`config.mk`:
```
export PLATFORM = sky130hd
export DESIGN_NAME = smbioe_ctrl
export DESIGN_NICKNAME = d
export VERILOG_FILES = /design/src/include/smbioe_pkg.sv /design/src/core/smbioe_ctrl.sv
export SDC_FILE = /design/constraint.sdc
export NUM_CORES = 1
export LEC_CHECK = 0
export BUFFER_PORTS_ARGS = -buffer_cell sky130_fd_sc_hd__buf_2
export CAP_MARGIN = 20
export CORE_ASPECT_RATIO = 0.6
export CORE_MARGIN = 5
export CORE_UTILIZATION = 35
export DETAILED_ROUTE_END_ITERATION = 16
export SETUP_SLACK_MARGIN = 0.02
export SLEW_MARGIN = 5
export SYNTH_ARGS = -nofsm -noshare
export SYNTH_HDL_FRONTEND = slang
export SYNTH_SLANG_ARGS = --single-unit
```
`constraint.sdc`:
```
create_clock -name i_clk_sys -period 2.75 [get_ports i_clk_sys]
set_input_delay 0.55 -clock i_clk_sys [delete_from_list [all_inputs] [get_ports i_clk_sys]]
set_output_delay 0.55 -clock i_clk_sys [all_outputs]
set_load 0.01 [all_outputs]
```
`src/include/smbioe_pkg.sv`:
```
// Constants and types for the SMBus expander master control block
package smbioe_pkg;

  // ----------------------------------------------------------------
  // Register offsets (byte addresses)
  // ----------------------------------------------------------------
  localparam logic [11:0] SMBIOE_OFS_CTRL    = 12'h430; // Control
  localparam logic [11:0] SMBIOE_OFS_ADDR_LO = 12'h434; // Addr 0..3
  localparam logic [11:0] SMBIOE_OFS_ADDR_HI = 12'h438; // Addr 4
  localparam logic [11:0] SMBIOE_OFS_IRQ_ST  = 12'h43C; // Irq status
  localparam logic [11:0] SMBIOE_OFS_IRQ_CLR = 12'h440; // Irq clear
  localparam logic [11:0] SMBIOE_OFS_IRQ_EN  = 12'h444; // Irq enable

  // ----------------------------------------------------------------
  // Control register field positions
  // ----------------------------------------------------------------
  localparam int SMBIOE_DATA_LSB   = 0;  // Pin values 15:0
  localparam int SMBIOE_RELOAD_BIT = 24; // Reload request
  localparam int SMBIOE_TM_BIT     = 25; // Test mode
  localparam int SMBIOE_SEL_LSB    = 26; // Select 29:26
  localparam int SMBIOE_DONE_BIT   = 31; // Operation complete

  // Address field: 7 bits at bit 1 of each byte lane
  localparam int SMBIOE_ADDR_LSB   = 1;
  localparam int SMBIOE_LANE_W     = 8;

  // ----------------------------------------------------------------
  // Sizes and reset values
  // ----------------------------------------------------------------
  localparam int          SMBIOE_NEXP      = 5;     // Expanders
  localparam int          SMBIOE_AW        = 7;     // Target addr
  localparam int          SMBIOE_DW        = 16;    // Pin values
  localparam logic [3:0]  SMBIOE_SEL_MAX   = 4'h4;  // Last legal sel
  localparam logic [6:0]  SMBIOE_ADDR_RST  = 7'h00; // Addr reset
  localparam logic [15:0] SMBIOE_DATA_RST  = 16'h0000;
  localparam logic [2:0]  SMBIOE_IRQ_RST   = 3'h0;

  // Interrupt status bit positions
  localparam int SMBIOE_IRQ_REFRESH = 0; // Refresh finished
  localparam int SMBIOE_IRQ_UPDATE  = 1; // Test update finished
  localparam int SMBIOE_IRQ_INIT    = 2; // Initialisation finished

  // ----------------------------------------------------------------
  // Types
  // ----------------------------------------------------------------
  typedef enum logic [1:0] {
    SMBIOE_OP_REFRESH,                // Refresh inputs and outputs
    SMBIOE_OP_UPDATE,                 // Test-mode output update
    SMBIOE_OP_INIT                    // Initialisation sequence
  } smbioe_op_t;

  typedef enum logic {
    SMBIOE_IDLE,
    SMBIOE_BUSY
  } smbioe_fsm_t;

  // Transaction request toward the SMBus master engine
  typedef struct packed {
    logic                    valid;   // One-cycle request pulse
    smbioe_op_t              op;      // Kind of transaction
    logic [2:0]              idx;     // Expander number
    logic [SMBIOE_AW-1:0]    addr;    // Target SMBus address
    logic [SMBIOE_DW-1:0]    wdata;   // Output values to drive
  } smbioe_req_t;

  // Completion report from the SMBus master engine
  typedef struct packed {
    logic                    valid;   // One-cycle completion pulse
    smbioe_op_t              op;      // Kind that finished
    logic [2:0]              idx;     // Expander number
    logic [SMBIOE_DW-1:0]    rdata;   // Pin values read back
  } smbioe_cpl_t;

endpackage : smbioe_pkg

```
`src/core/smbioe_ctrl.sv`:
```
// Register front end and sequencer for the SMBus expander master
//
// Implementation choice: the plain strobed port.
`timescale 1ns/1ns

// Behaviour
// Done flag bit 31, reset zero, write-one-clear
// Done set when selected refresh completes
// Done set when test-mode update completes
// Done set when selected expander init completes
// Low register holds expander 0..3 addresses
// High register holds expander 4 address
// Addresses reset zero, sticky, used as targets
// Select field picks expander, 5+ reserved
// Reload starts refresh, or update in test mode, always reads zero
// Test mode drives written data, not core; init requests still carry i_core_out
// Unselected expander completions never set done
module smbioe_ctrl
  import smbioe_pkg::*;
#(
  parameter int NEXP = SMBIOE_NEXP       // Number of expanders
) (
  input  wire logic        i_clk_sys,    // System clock
  input  wire logic        i_nrst,       // Async reset, low
  input  wire logic [11:0] i_addr,       // Register byte address
  input  wire logic [31:0] i_wdata,      // Write data
  input  wire logic        i_wr,         // Write strobe
  input  wire logic        i_rd,         // Read strobe
  output logic      [31:0] o_rdata,      // Read data, next cycle
  input  wire logic [15:0] i_core_out,   // Outputs from core logic
  input  smbioe_cpl_t      i_cpl,        // Engine completion
  output smbioe_req_t      o_req,        // Engine request
  output logic             o_irq         // Level interrupt
);

  // ----------------------------------------------------------------
  // State
  // ----------------------------------------------------------------
  typedef struct packed {
    logic [NEXP-1:0][SMBIOE_AW-1:0] tgt;   // Target addresses
    logic [NEXP-1:0][SMBIOE_DW-1:0] pins;  // Pin value images
    logic                 tmode;     // Test mode
    logic [3:0]           sel;       // Selected expander
    logic                 done;      // Operation complete flag
    logic                 rl_pend;   // Reload waiting to issue
    smbioe_op_t           rl_op;     // Kind of pending reload
    logic [NEXP-1:0]      init_pend; // Inits waiting to issue
    smbioe_fsm_t          fsm;       // Sequencer state
    smbioe_op_t           cur_op;    // Operation in flight
    logic [2:0]           cur_idx;   // Expander in flight
    logic [2:0]           irq_st;    // Sticky event status
    logic [2:0]           irq_en;    // Event enables
    logic [31:0]          rdata;     // Read data register
    smbioe_req_t          req;       // Request register
    logic                 irq;       // Interrupt register
  } smbioe_state_t;

  smbioe_state_t st_r;               // Registered state
  smbioe_state_t st_nxt;             // Next state

  // ----------------------------------------------------------------
  // Decode helpers
  // ----------------------------------------------------------------
  logic [2:0]   sel_idx;             // Select as an index
  logic         sel_ok;              // Select names an expander
  logic [2:0]   evt;                 // Events this cycle
  logic [31:0]  ctrl_rd;             // Control read image
  logic [31:0]  lo_rd;               // Low address read image
  logic [31:0]  hi_rd;               // High address read image

  // Select decode; reserved codes match nothing
  always_comb begin
    sel_idx = st_r.sel[2:0];
    sel_ok  = (st_r.sel <= SMBIOE_SEL_MAX);
  end

  // Completion events for the selected expander only
  always_comb begin
    evt = 3'h0;
    if (i_cpl.valid && st_r.fsm == SMBIOE_BUSY && sel_ok &&
        i_cpl.idx == sel_idx && i_cpl.idx == st_r.cur_idx) begin
      case (i_cpl.op)
        SMBIOE_OP_REFRESH: evt[SMBIOE_IRQ_REFRESH] = 1'b1;
        SMBIOE_OP_UPDATE:  evt[SMBIOE_IRQ_UPDATE]  = 1'b1;
        SMBIOE_OP_INIT:    evt[SMBIOE_IRQ_INIT]    = 1'b1;
        default:           evt = 3'h0;
      endcase
    end
  end

  // Read images; reserved bits read as zero
  always_comb begin
    ctrl_rd = 32'h0000_0000;
    if (sel_ok) begin
      ctrl_rd[SMBIOE_DATA_LSB +: SMBIOE_DW] = st_r.pins[sel_idx];
    end
    ctrl_rd[SMBIOE_RELOAD_BIT]          = 1'b0;
    ctrl_rd[SMBIOE_TM_BIT]              = st_r.tmode;
    ctrl_rd[SMBIOE_SEL_LSB +: 4]        = st_r.sel;
    ctrl_rd[SMBIOE_DONE_BIT]            = st_r.done;
    lo_rd = 32'h0000_0000;
    for (int i = 0; i < 4; i++) begin
      lo_rd[i*SMBIOE_LANE_W + SMBIOE_ADDR_LSB +: SMBIOE_AW] =
        st_r.tgt[i];
    end
    hi_rd = 32'h0000_0000;
    hi_rd[SMBIOE_ADDR_LSB +: SMBIOE_AW] = st_r.tgt[4];
  end

  // ----------------------------------------------------------------
  // Next-state logic
  // ----------------------------------------------------------------
  always_comb begin
    st_nxt           = st_r;
    st_nxt.req.valid = 1'b0;
    st_nxt.rdata     = 32'h0000_0000;

    // Register writes
    if (i_wr) begin
      if (i_addr == SMBIOE_OFS_CTRL) begin
        st_nxt.tmode = i_wdata[SMBIOE_TM_BIT];
        st_nxt.sel   = i_wdata[SMBIOE_SEL_LSB +: 4];
        if (i_wdata[SMBIOE_DONE_BIT]) begin
          st_nxt.done = 1'b0;
        end
        // Data is only writable in test mode, for the selection
        if (i_wdata[SMBIOE_TM_BIT] &&
            i_wdata[SMBIOE_SEL_LSB +: 4] <= SMBIOE_SEL_MAX) begin
          st_nxt.pins[i_wdata[SMBIOE_SEL_LSB +: 3]] =
            i_wdata[SMBIOE_DATA_LSB +: SMBIOE_DW];
        end
        if (i_wdata[SMBIOE_RELOAD_BIT]) begin
          st_nxt.rl_pend = 1'b1;
          st_nxt.rl_op   = i_wdata[SMBIOE_TM_BIT] ?
                           SMBIOE_OP_UPDATE : SMBIOE_OP_REFRESH;
        end
      end else if (i_addr == SMBIOE_OFS_ADDR_LO) begin
        for (int i = 0; i < 4; i++) begin
          st_nxt.tgt[i] =
            i_wdata[i*SMBIOE_LANE_W + SMBIOE_ADDR_LSB +: SMBIOE_AW];
        end
        st_nxt.init_pend[3:0] = 4'hF;
      end else if (i_addr == SMBIOE_OFS_ADDR_HI) begin
        st_nxt.tgt[4]       = i_wdata[SMBIOE_ADDR_LSB +: SMBIOE_AW];
        st_nxt.init_pend[4] = 1'b1;
      end else if (i_addr == SMBIOE_OFS_IRQ_CLR) begin
        st_nxt.irq_st = st_r.irq_st & ~i_wdata[2:0];
      end else if (i_addr == SMBIOE_OFS_IRQ_EN) begin
        st_nxt.irq_en = i_wdata[2:0];
      end
    end

    // Register reads; unmapped addresses return zero
    if (i_rd) begin
      if (i_addr == SMBIOE_OFS_CTRL) begin
        st_nxt.rdata = ctrl_rd;
      end else if (i_addr == SMBIOE_OFS_ADDR_LO) begin
        st_nxt.rdata = lo_rd;
      end else if (i_addr == SMBIOE_OFS_ADDR_HI) begin
        st_nxt.rdata = hi_rd;
      end else if (i_addr == SMBIOE_OFS_IRQ_ST) begin
        st_nxt.rdata = {29'h0000_0000, st_r.irq_st};
      end else if (i_addr == SMBIOE_OFS_IRQ_EN) begin
        st_nxt.rdata = {29'h0000_0000, st_r.irq_en};
      end
    end

    // Sequencer: one transaction in flight at a time
    case (st_r.fsm)
      SMBIOE_IDLE: begin
        if (st_r.rl_pend) begin
          st_nxt.rl_pend = 1'b0;
          if (sel_ok) begin
            st_nxt.req.valid = 1'b1;
            st_nxt.req.op    = st_r.rl_op;
            st_nxt.req.idx   = sel_idx;
            st_nxt.req.addr  = st_r.tgt[sel_idx];
            st_nxt.req.wdata = st_r.tmode ?
                               st_r.pins[sel_idx] : i_core_out;
            st_nxt.cur_op    = st_r.rl_op;
            st_nxt.cur_idx   = sel_idx;
            st_nxt.fsm       = SMBIOE_BUSY;
          end
        end else if (|st_r.init_pend) begin
          for (int i = NEXP - 1; i >= 0; i--) begin
            if (st_r.init_pend[i]) begin
              st_nxt.req.idx  = 3'(i);
              st_nxt.req.addr = st_r.tgt[i];
              st_nxt.cur_idx  = 3'(i);
            end
          end
          st_nxt.init_pend[st_nxt.cur_idx] = 1'b0;
          st_nxt.req.valid = 1'b1;
          st_nxt.req.op    = SMBIOE_OP_INIT;
          st_nxt.req.wdata = i_core_out;
          st_nxt.cur_op    = SMBIOE_OP_INIT;
          st_nxt.fsm       = SMBIOE_BUSY;
        end
      end
      SMBIOE_BUSY: begin
        if (i_cpl.valid && i_cpl.idx == st_r.cur_idx) begin
          if (st_r.cur_op != SMBIOE_OP_INIT) begin
            st_nxt.pins[st_r.cur_idx] = i_cpl.rdata;
          end
          st_nxt.fsm = SMBIOE_IDLE;
        end
      end
      default: st_nxt.fsm = SMBIOE_IDLE;
    endcase

    // Completion sets win over a same-cycle software clear
    if (|evt) begin
      st_nxt.done = 1'b1;
    end
    st_nxt.irq_st = st_nxt.irq_st | evt;
    st_nxt.irq    = |(st_nxt.irq_st & st_r.irq_en);
  end

  // ----------------------------------------------------------------
  // State register; addresses reset to zero and hold otherwise
  // ----------------------------------------------------------------
  always_ff @(posedge i_clk_sys or negedge i_nrst) begin
    if (!i_nrst) begin
      st_r.tgt       <= '{default: SMBIOE_ADDR_RST};
      st_r.pins      <= '{default: SMBIOE_DATA_RST};
      st_r.tmode     <= 1'b0;
      st_r.sel       <= 4'h0;
      st_r.done      <= 1'b0;
      st_r.rl_pend   <= 1'b0;
      st_r.rl_op     <= SMBIOE_OP_REFRESH;
      st_r.init_pend <= '0;
      st_r.fsm       <= SMBIOE_IDLE;
      st_r.cur_op    <= SMBIOE_OP_REFRESH;
      st_r.cur_idx   <= 3'h0;
      st_r.irq_st    <= SMBIOE_IRQ_RST;
      st_r.irq_en    <= SMBIOE_IRQ_RST;
      st_r.rdata     <= 32'h0000_0000;
      st_r.req       <= '0;
      st_r.irq       <= 1'b0;
    end else begin
      st_r <= st_nxt;
    end
  end

  // ----------------------------------------------------------------
  // Outputs straight from the state register
  // ----------------------------------------------------------------
  assign o_rdata = st_r.rdata;
  assign o_req   = st_r.req;
  assign o_irq   = st_r.irq;

endmodule : smbioe_ctrl

```
Yosys cells after proc, flatten, opt, wreduce, memory -nomap -nowiden
Index checks and enable logic that the tools add are counted.

Register bits after elaboration: 203. Output and inout port bits: 62. Logic and storage cells: 157.

Order comparisons: 9. Equal/unequal tests: 12. Muxes and demuxes: 71. Bitwise operators: 11. Reduce and logical (&&, ||, !) cells: 26.

Operators by type and width (number): two-way mux 80 bit (4); bitwise mux 80 bit (2); two-way mux 29 bit (4); demux 16 bit (select 3 bit) (2); two-way mux 32 bit (3); two-way mux 94 bit (1); two-way mux 89 bit (1); two-way mux 16 bit (5); equality test 12 x 11 -> 1 bit (second input constant) (6); two-way mux 10 bit (5); binary-select mux 16 bit (select 3 bit) (1); two-way mux 3 bit (15); two-way mux 6 bit (6); binary-select mux 7 bit (select 3 bit) (1); less-than comparator 3 x 4 -> 1 bit (second input constant) (4); two-way mux 5 bit (3); two-way mux 1 bit (12); AND reduction 3 bit (4); two-way mux 11 bit (1); >= comparator 3 x 1 -> 1 bit (second input constant) (3); logical AND 1 bit (9); <= comparator 4 x 3 -> 1 bit (second input constant) (2); two-way mux 8 bit (1); AND reduction 4 bit (2); other kinds (22) (32).

Depth between registers and ports, before layout
Gate-level depths: netlist (run 1).

Depth after elaboration: 17. Mapped depth: 9. Mapped depth without buffers: 6.

Worst setup path after synthesis (run 1)
OpenSTA, ideal clock, no wires.

Kind: input-to-reg. Start: in i_addr[3]. End: reg st_r[109] (netlist bit). Arrival time: 2.041 ns. Required time: 2.628 ns. Setup slack: 0.587 ns. Cell stages on the path: 7. Buffers on the path: 2. Path through: or4b_4 -> nor4_4 -> buf_4 -> nand2_2 -> buf_2 -> a21oi_1 -> a21oi_1.

RTL lines: start: declaration (RTL line smbioe_ctrl.sv:25) `input wire logic [11:0] i_addr,`; end signal: assignment (RTL line smbioe_ctrl.sv:241) `st_r <= st_nxt;`; end: declaration (RTL line smbioe_ctrl.sv:58) `smbioe_state_t st_r;`.

==> results.ini, run 1 <==
[outcome]
run_status=complete, no violations

[place]
port_buffers=144
gp_congestion=0.906
hpwl_mm=25.3

[worst_setup_path]
cp_max_fo=8
reg2regPathDepth=5
worstReg2RegStart=st_r[70]$_DFFE_PN0P_
arrival_ns=2.59
cp-end-kind=register
worstPathRequired_ns=3.14
crit_type=reg -> reg
start_kind=register
r2r_slack_ns=0.55
r2r_end=o_irq$_DFF_PN0_

[global_routing]
grt_max_degree=68
grt_pass1_vias=8713
grt_overflow=0
grt_usage=0.214
grt_pass1_wl_mm=54.2
antenna_found_initial=4

[detailed_routing]
vias=8993
wire_per_inst_um=21.8
wl_mm=35.7
drt_iter0_drc=1028
vias_per_cell=5.51
antenna_left=0
dr.pass1.iters=6
drc=0

[timing]
timing.setup.tns_ns=0
maxSlewHeadroom=0.512
whs_ns=0.0835
final-setup-viol-count=0
worst_pin_slew_ns=0.724
drv_slew=0
hold_viol=0
period_needed_ns=2.20
finalCritPeriodShare=0.802
fin_skew_ns=0.0126
fmax_mhz=454
grt_setup_unrepaired=no

[logic_synthesis]
yosys.cell_types.count=59
ys_top_cells_by_area=dfrtp_1 (47%), mux2_2 (6.4%), nand2_1 (6.4%), nor2_1 (5.4%), buf_4 (5.0%)
yosysTopAreaCell=dfrtp_1
synthArstFlopShare=1.00
synth_top_area_share=0.474
synth-main-ff-cell=dfrtp_1
syn_area_um2=10500
synth-seq-area-share=0.474
synth_edf_count=0
ys_ff_latch=198
avgSynthCellArea_um2=9.25
syn_inst=1130
synth_warnings=0

[cts]
htreeDepth=4
path_clk_slew_ns=0.08
postCtsHoldBufs=0
clk_path_buf_depth=2
cts_tree=done
clock-root-buffer=clkbuf_16
postCtsSetupRepairBufs=0
clkSinkCount=198
post_cts_resized=0
clock_latency_ns=0.46
cts_buffers=17

[floorplanning]
fp.dieH_um=144
ios=148
die_x_um=233
core-area_um2=29700
dieArea_um2=33500
rows=49
start_util=0.352

[cells_and_area]
layout.nets=1297
final_cell_mix=dfrtp_1 (197), nand2_1 (177), nor2_1 (151)
syn2layout_area_growth_pct=15.2
fillers=2981
layout_commonest_cell=dfrtp_1
drive_gt1_frac=0.239

[power]
p_comb_frac=0.150
vdd_drop_max_mv=0.438
p_int_mw=5.19
p_sw_frac=0.278
power_density_nw_per_um2=598
p_leak_nw=5.57
pwr-share-seq=0.454
power_frac_clock=0.396
p_sw_mw=2.00

[run]
maxCapViolCount=0

[min_path]
hp-class=in -> async

==> layout make-up <==
| class | count | area (µm²) | share of cell area |
|---|---|---|---|
| antenna | 1 | 2.50 | 0.000208 |
| timing repair buffer | 195 | 1210 | 0.101 |
| tap | 408 | 510 | 0.0424 |
| clock buffer | 19 | 443 | 0.0368 |
| clock inverter | 13 | 218 | 0.0181 |
| multi-input combinational | 785 | 4640 | 0.386 |
| sequential | 198 | 4960 | 0.412 |
| inverter | 14 | 52.6 | 0.00437 |
==> layer usage <==
layer,up-vias,wire [µm],GRT usage
met4,6,431,0.0537
li1,4077,-,-
met2,406,14700,0.295
met1,4461,16300,0.314
met5,-,43,0
met3,43,4200,0.0849
==> how the worst max path moves through the flow <==
stage / startpoint / to / slack [ns] / cells after the start
2_1_floorplan: i_addr[3] / st_r[109]$_DFF_PN0_ / 0.59 / 7
3_3_place_gp: i_addr[9] / o_rdata[7]$_DFF_PN0_ / 0.24 / 6
3_5_place_dp: i_addr[9] / o_rdata[7]$_DFF_PN0_ / 0.22 / 6
4_1_cts: ctrl_rd[26]$_DFFE_PN0P_ / o_req[6]$_DFFE_PN0P_ / 0.57 / 6
5_1_grt: ctrl_rd[27]$_DFFE_PN0P_ / o_req[1]$_DFFE_PN0P_ / 0.37 / 7
6_report: st_r[70]$_DFFE_PN0P_ / o_irq$_DFF_PN0_ / 0.55 / 5
==> power by group through the flow <==
stage,Sequential (mW),Clock [mW],Combinational (mW)
CTS,3.26,2.90,1.09
finish,3.26,2.85,1.08
global route,3.29,3.02,1.21
detailed placement,3.32,0,1.09
floorplan,3.27,0,0.843
global placement,3.32,0,1.07
==> synthesized netlist by cell type, drive strengths merged, types with 2 or more instances <==
master / n
a21o: 9
a221oi: 15
clkbuf: 40
dfrtp: 198
clkinv: 2
o2111ai: 2
nand4: 7
a2bb2oi: 5
o41ai: 2
mux2: 59
nor4b: 3
a211oi: 5
buf: 94
or4b: 2
nor3b: 3
nor2: 151
o22ai: 15
mux2i: 38
a22o: 2
nand2: 178
inv: 12
nand3b: 2
nor3: 6
a31oi: 53
a221o: 11
a21oi: 77
nand3: 13
and3: 20
and4: 2
nor4: 4
nand2b: 6
and2: 5
a32o: 3
xor2: 5
a22oi: 10
nand4b: 2
nor2b: 15
o21ai: 36
o211ai: 6
==> kinds of logic after synthesis <==
| group | count (synthesis) | synth area share |
|---|---|---|
| other cells | 1 | 0.000359 |
| xor+xnor | 6 | 0.00503 |
| buf+inv | 148 | 0.0828 |
| simple gates | 422 | 0.179 |
| compound gates | 257 | 0.157 |
| mux | 98 | 0.102 |
| flops | 198 | 0.474 |
==> worst max-delay path, cell delays in order (launching register included) <==
cell and delay [ns]:
dfrtp_1 0.44, xor2_1 0.22, nor4b_4 0.50, nand3_1 0.45, o2bb2ai_1 0.33, a2111o_1 0.19
==> per-stage QoR <==
stage,cells,utilization,area (µm²),setup slack (ns),total power [mW]
after CTS,1632,0.406,12000,0.575,7.26
after detailed placement,1600,0.383,11400,0.222,4.41
after floorplan,1131,-,10500,0.587,4.11
after global routing,1633,0.406,12000,0.371,7.52
after global placement,1600,0.383,11400,0.243,4.39
final,1633,0.406,12000,0.545,7.19
==> flip-flops by register name (all words and copies together) (netlist names) <==
| name | count |
|---|---|
| ctrl_rd | 6 |
| o_rdata | 30 |
| lo_rd | 28 |
| st_r | 99 |
| o_irq | 1 |
| hi_rd | 7 |
| o_req | 27 |
No activity file was read; power rests on OpenSTA's default activity.
==> inputs of run 2 (changes only) <==
- clock period: 2.75 -> 2.1 ns (I/O delays scaled with it)
==> results.ini, run 2 (synthesized netlist as in run 1, its figures left out) <==
[cts]
clk_path_buf_depth=2
clkSinkCount=198
clock-root-buffer=clkbuf_16
path_clk_slew_ns=0.07
htreeDepth=4
cts_buffers=17
clock_latency_ns=0.46
cts_tree=done

[cells_and_area]
largest_register_ffs=99
final_cell_mix=dfrtp_1 (197), nand2_1 (177), nor2_1 (151)
final_cell_area_um2=12600
final_util=0.423
syn2layout_area_growth_pct=20.2
regMostFlops=st_r
layout_commonest_cell=dfrtp_1
layout.nets=1337
fillers=2927
drive_gt1_frac=0.270

[worst_setup_path]
r2r_end=o_rdata[3]$_DFF_PN0_
critPathTopFamily=compound AO/OA/AOI/OAI gates
cp-end-kind=register
r2r_slack_ns=0.07
worstReg2RegStart=ctrl_rd[26]$_DFFE_PN0P_
worstPathRequired_ns=2.47
path_cells=buf_12 > nor3b_1 > buf_4 > a221o_1 > nand3_1 > a21oi_1
start_kind=register
slowest_stage=a221o_1
reg2regPathDepth=6
cp_max_fo=16
crit_type=reg -> reg
arrival_ns=2.39
cp_num_buf_inv=2
slowest_delay_ns=0.48
cp-endpoint=o_rdata[3]$_DFF_PN0_
startpoint=ctrl_rd[26]$_DFFE_PN0P_
cp.depth=6

[timing]
fin_skew_ns=0.0122
drv_slew=0
hold_viol=0
timing.setup.tns_ns=0
finalCritPeriodShare=0.964
period_needed_ns=2.03
final-setup-viol-count=0
whs_ns=0.192
fmax_mhz=494
grt_setup_unrepaired=no

[global_routing]
grt_overflow=0
grt_pass1_vias=8846
antenna_found_initial=7
grt_usage=0.213
grt_max_degree=49
grt_pass1_wl_mm=53.8

[power]
finalPower_mw=9.27
power_density_nw_per_um2=738
p_leak_nw=5.84
vdd_drop_max_mv=0.444

[floorplanning]
core-area_um2=29700
start_util=0.352
fp.dieH_um=144
dieArea_um2=33500
rows=49
die_x_um=233
ios=148

[place]
placed_area_um2=11900
hpwl_mm=25.8
port_buffers=144
gp_congestion=0.897

[run]
maxCapViolCount=0

[outcome]
run_status=complete, no violations

[detailed_routing]
drc=0
vias=9009
drt_iter0_drc=1015
wl_mm=35.5
wire_per_inst_um=21.2
antenna_left=0
vias_per_cell=5.38
dr.pass1.iters=6

[min_path]
hp-class=in -> reg

## run 2: changes by cell type in the layout (fill, tap and decap cells not counted), moves of 2 or more
cell | before | now
a221oi_1 | 15 | 13
a221oi_2 | 0 | 2
buf_12 | 8 | 25
buf_4 | 43 | 63
buf_6 | 0 | 2
bufinv_16 | 5 | 3
clkinv_2 | 0 | 2
diode_2 | 1 | 4
## run 2: metrics by stage
stage               setup slack [ns]  cells
floorplan                     0.0666   1131
global placement              -0.132   1638
detailed placement            -0.166   1638
CTS                           0.0749   1671
global route                  0.0234   1675
finish                        0.0749   1676
## run 2: timing repair
item,CTS,global route
setup endpoints to repair,0,36
hold buffers,1,0
hold endpoints to repair,34,0
setup buffers,0,1
resized for setup,0,11
## run 2: cell type report
class,count,area [µm²],share of cell area
repair buffers,235,1740,0.138
clock inverters,13,170,0.0135
inverters,14,56.3,0.00448
well taps,408,510,0.0406
diodes,4,10.0,0.000797
clock buffers,19,443,0.0353
multi-input cells,785,4680,0.373
flip-flops and latches,198,4960,0.394
## run 2: per-layer routing
metal | up-vias | global-route usage | share of wire | wire length [µm]
met5 | - | 0 | 0.00059 | 21
met1 | 4339 | 0.313 | 0.46 | 16300
met4 | 4 | 0.0637 | 0.019 | 665
met3 | 49 | 0.0865 | 0.12 | 4440
li1 | 4155 | - | - | -
met2 | 462 | 0.286 | 0.40 | 14200
## run 2: how the worst min path moves through the flow
stage	slack [ns]	startpoint	cells after the start	to
floorplan	0.12	i_nrst	0	ctrl_rd[25]$_DFFE_PN0P_
global placement	0.38	i_nrst	1	o_req[25]$_DFFE_PN0P_
detailed placement	0.38	i_nrst	1	o_req[18]$_DFFE_PN0P_
CTS	0.17	i_wdata[20]	2	lo_rd[20]$_DFFE_PN0P_
global route	0.17	i_wdata[21]	2	lo_rd[21]$_DFFE_PN0P_
finish	0.19	i_wdata[20]	2	lo_rd[20]$_DFFE_PN0P_
## run 2: where the power goes
group          total (mW)  leakage (nW)  internal, mW  switching (mW)
Clock                3.50         0.296          1.93            1.58
Sequential           4.25          2.68          4.09           0.167
Combinational        1.51          2.86         0.602           0.906
Total                9.27          5.84          6.62            2.65
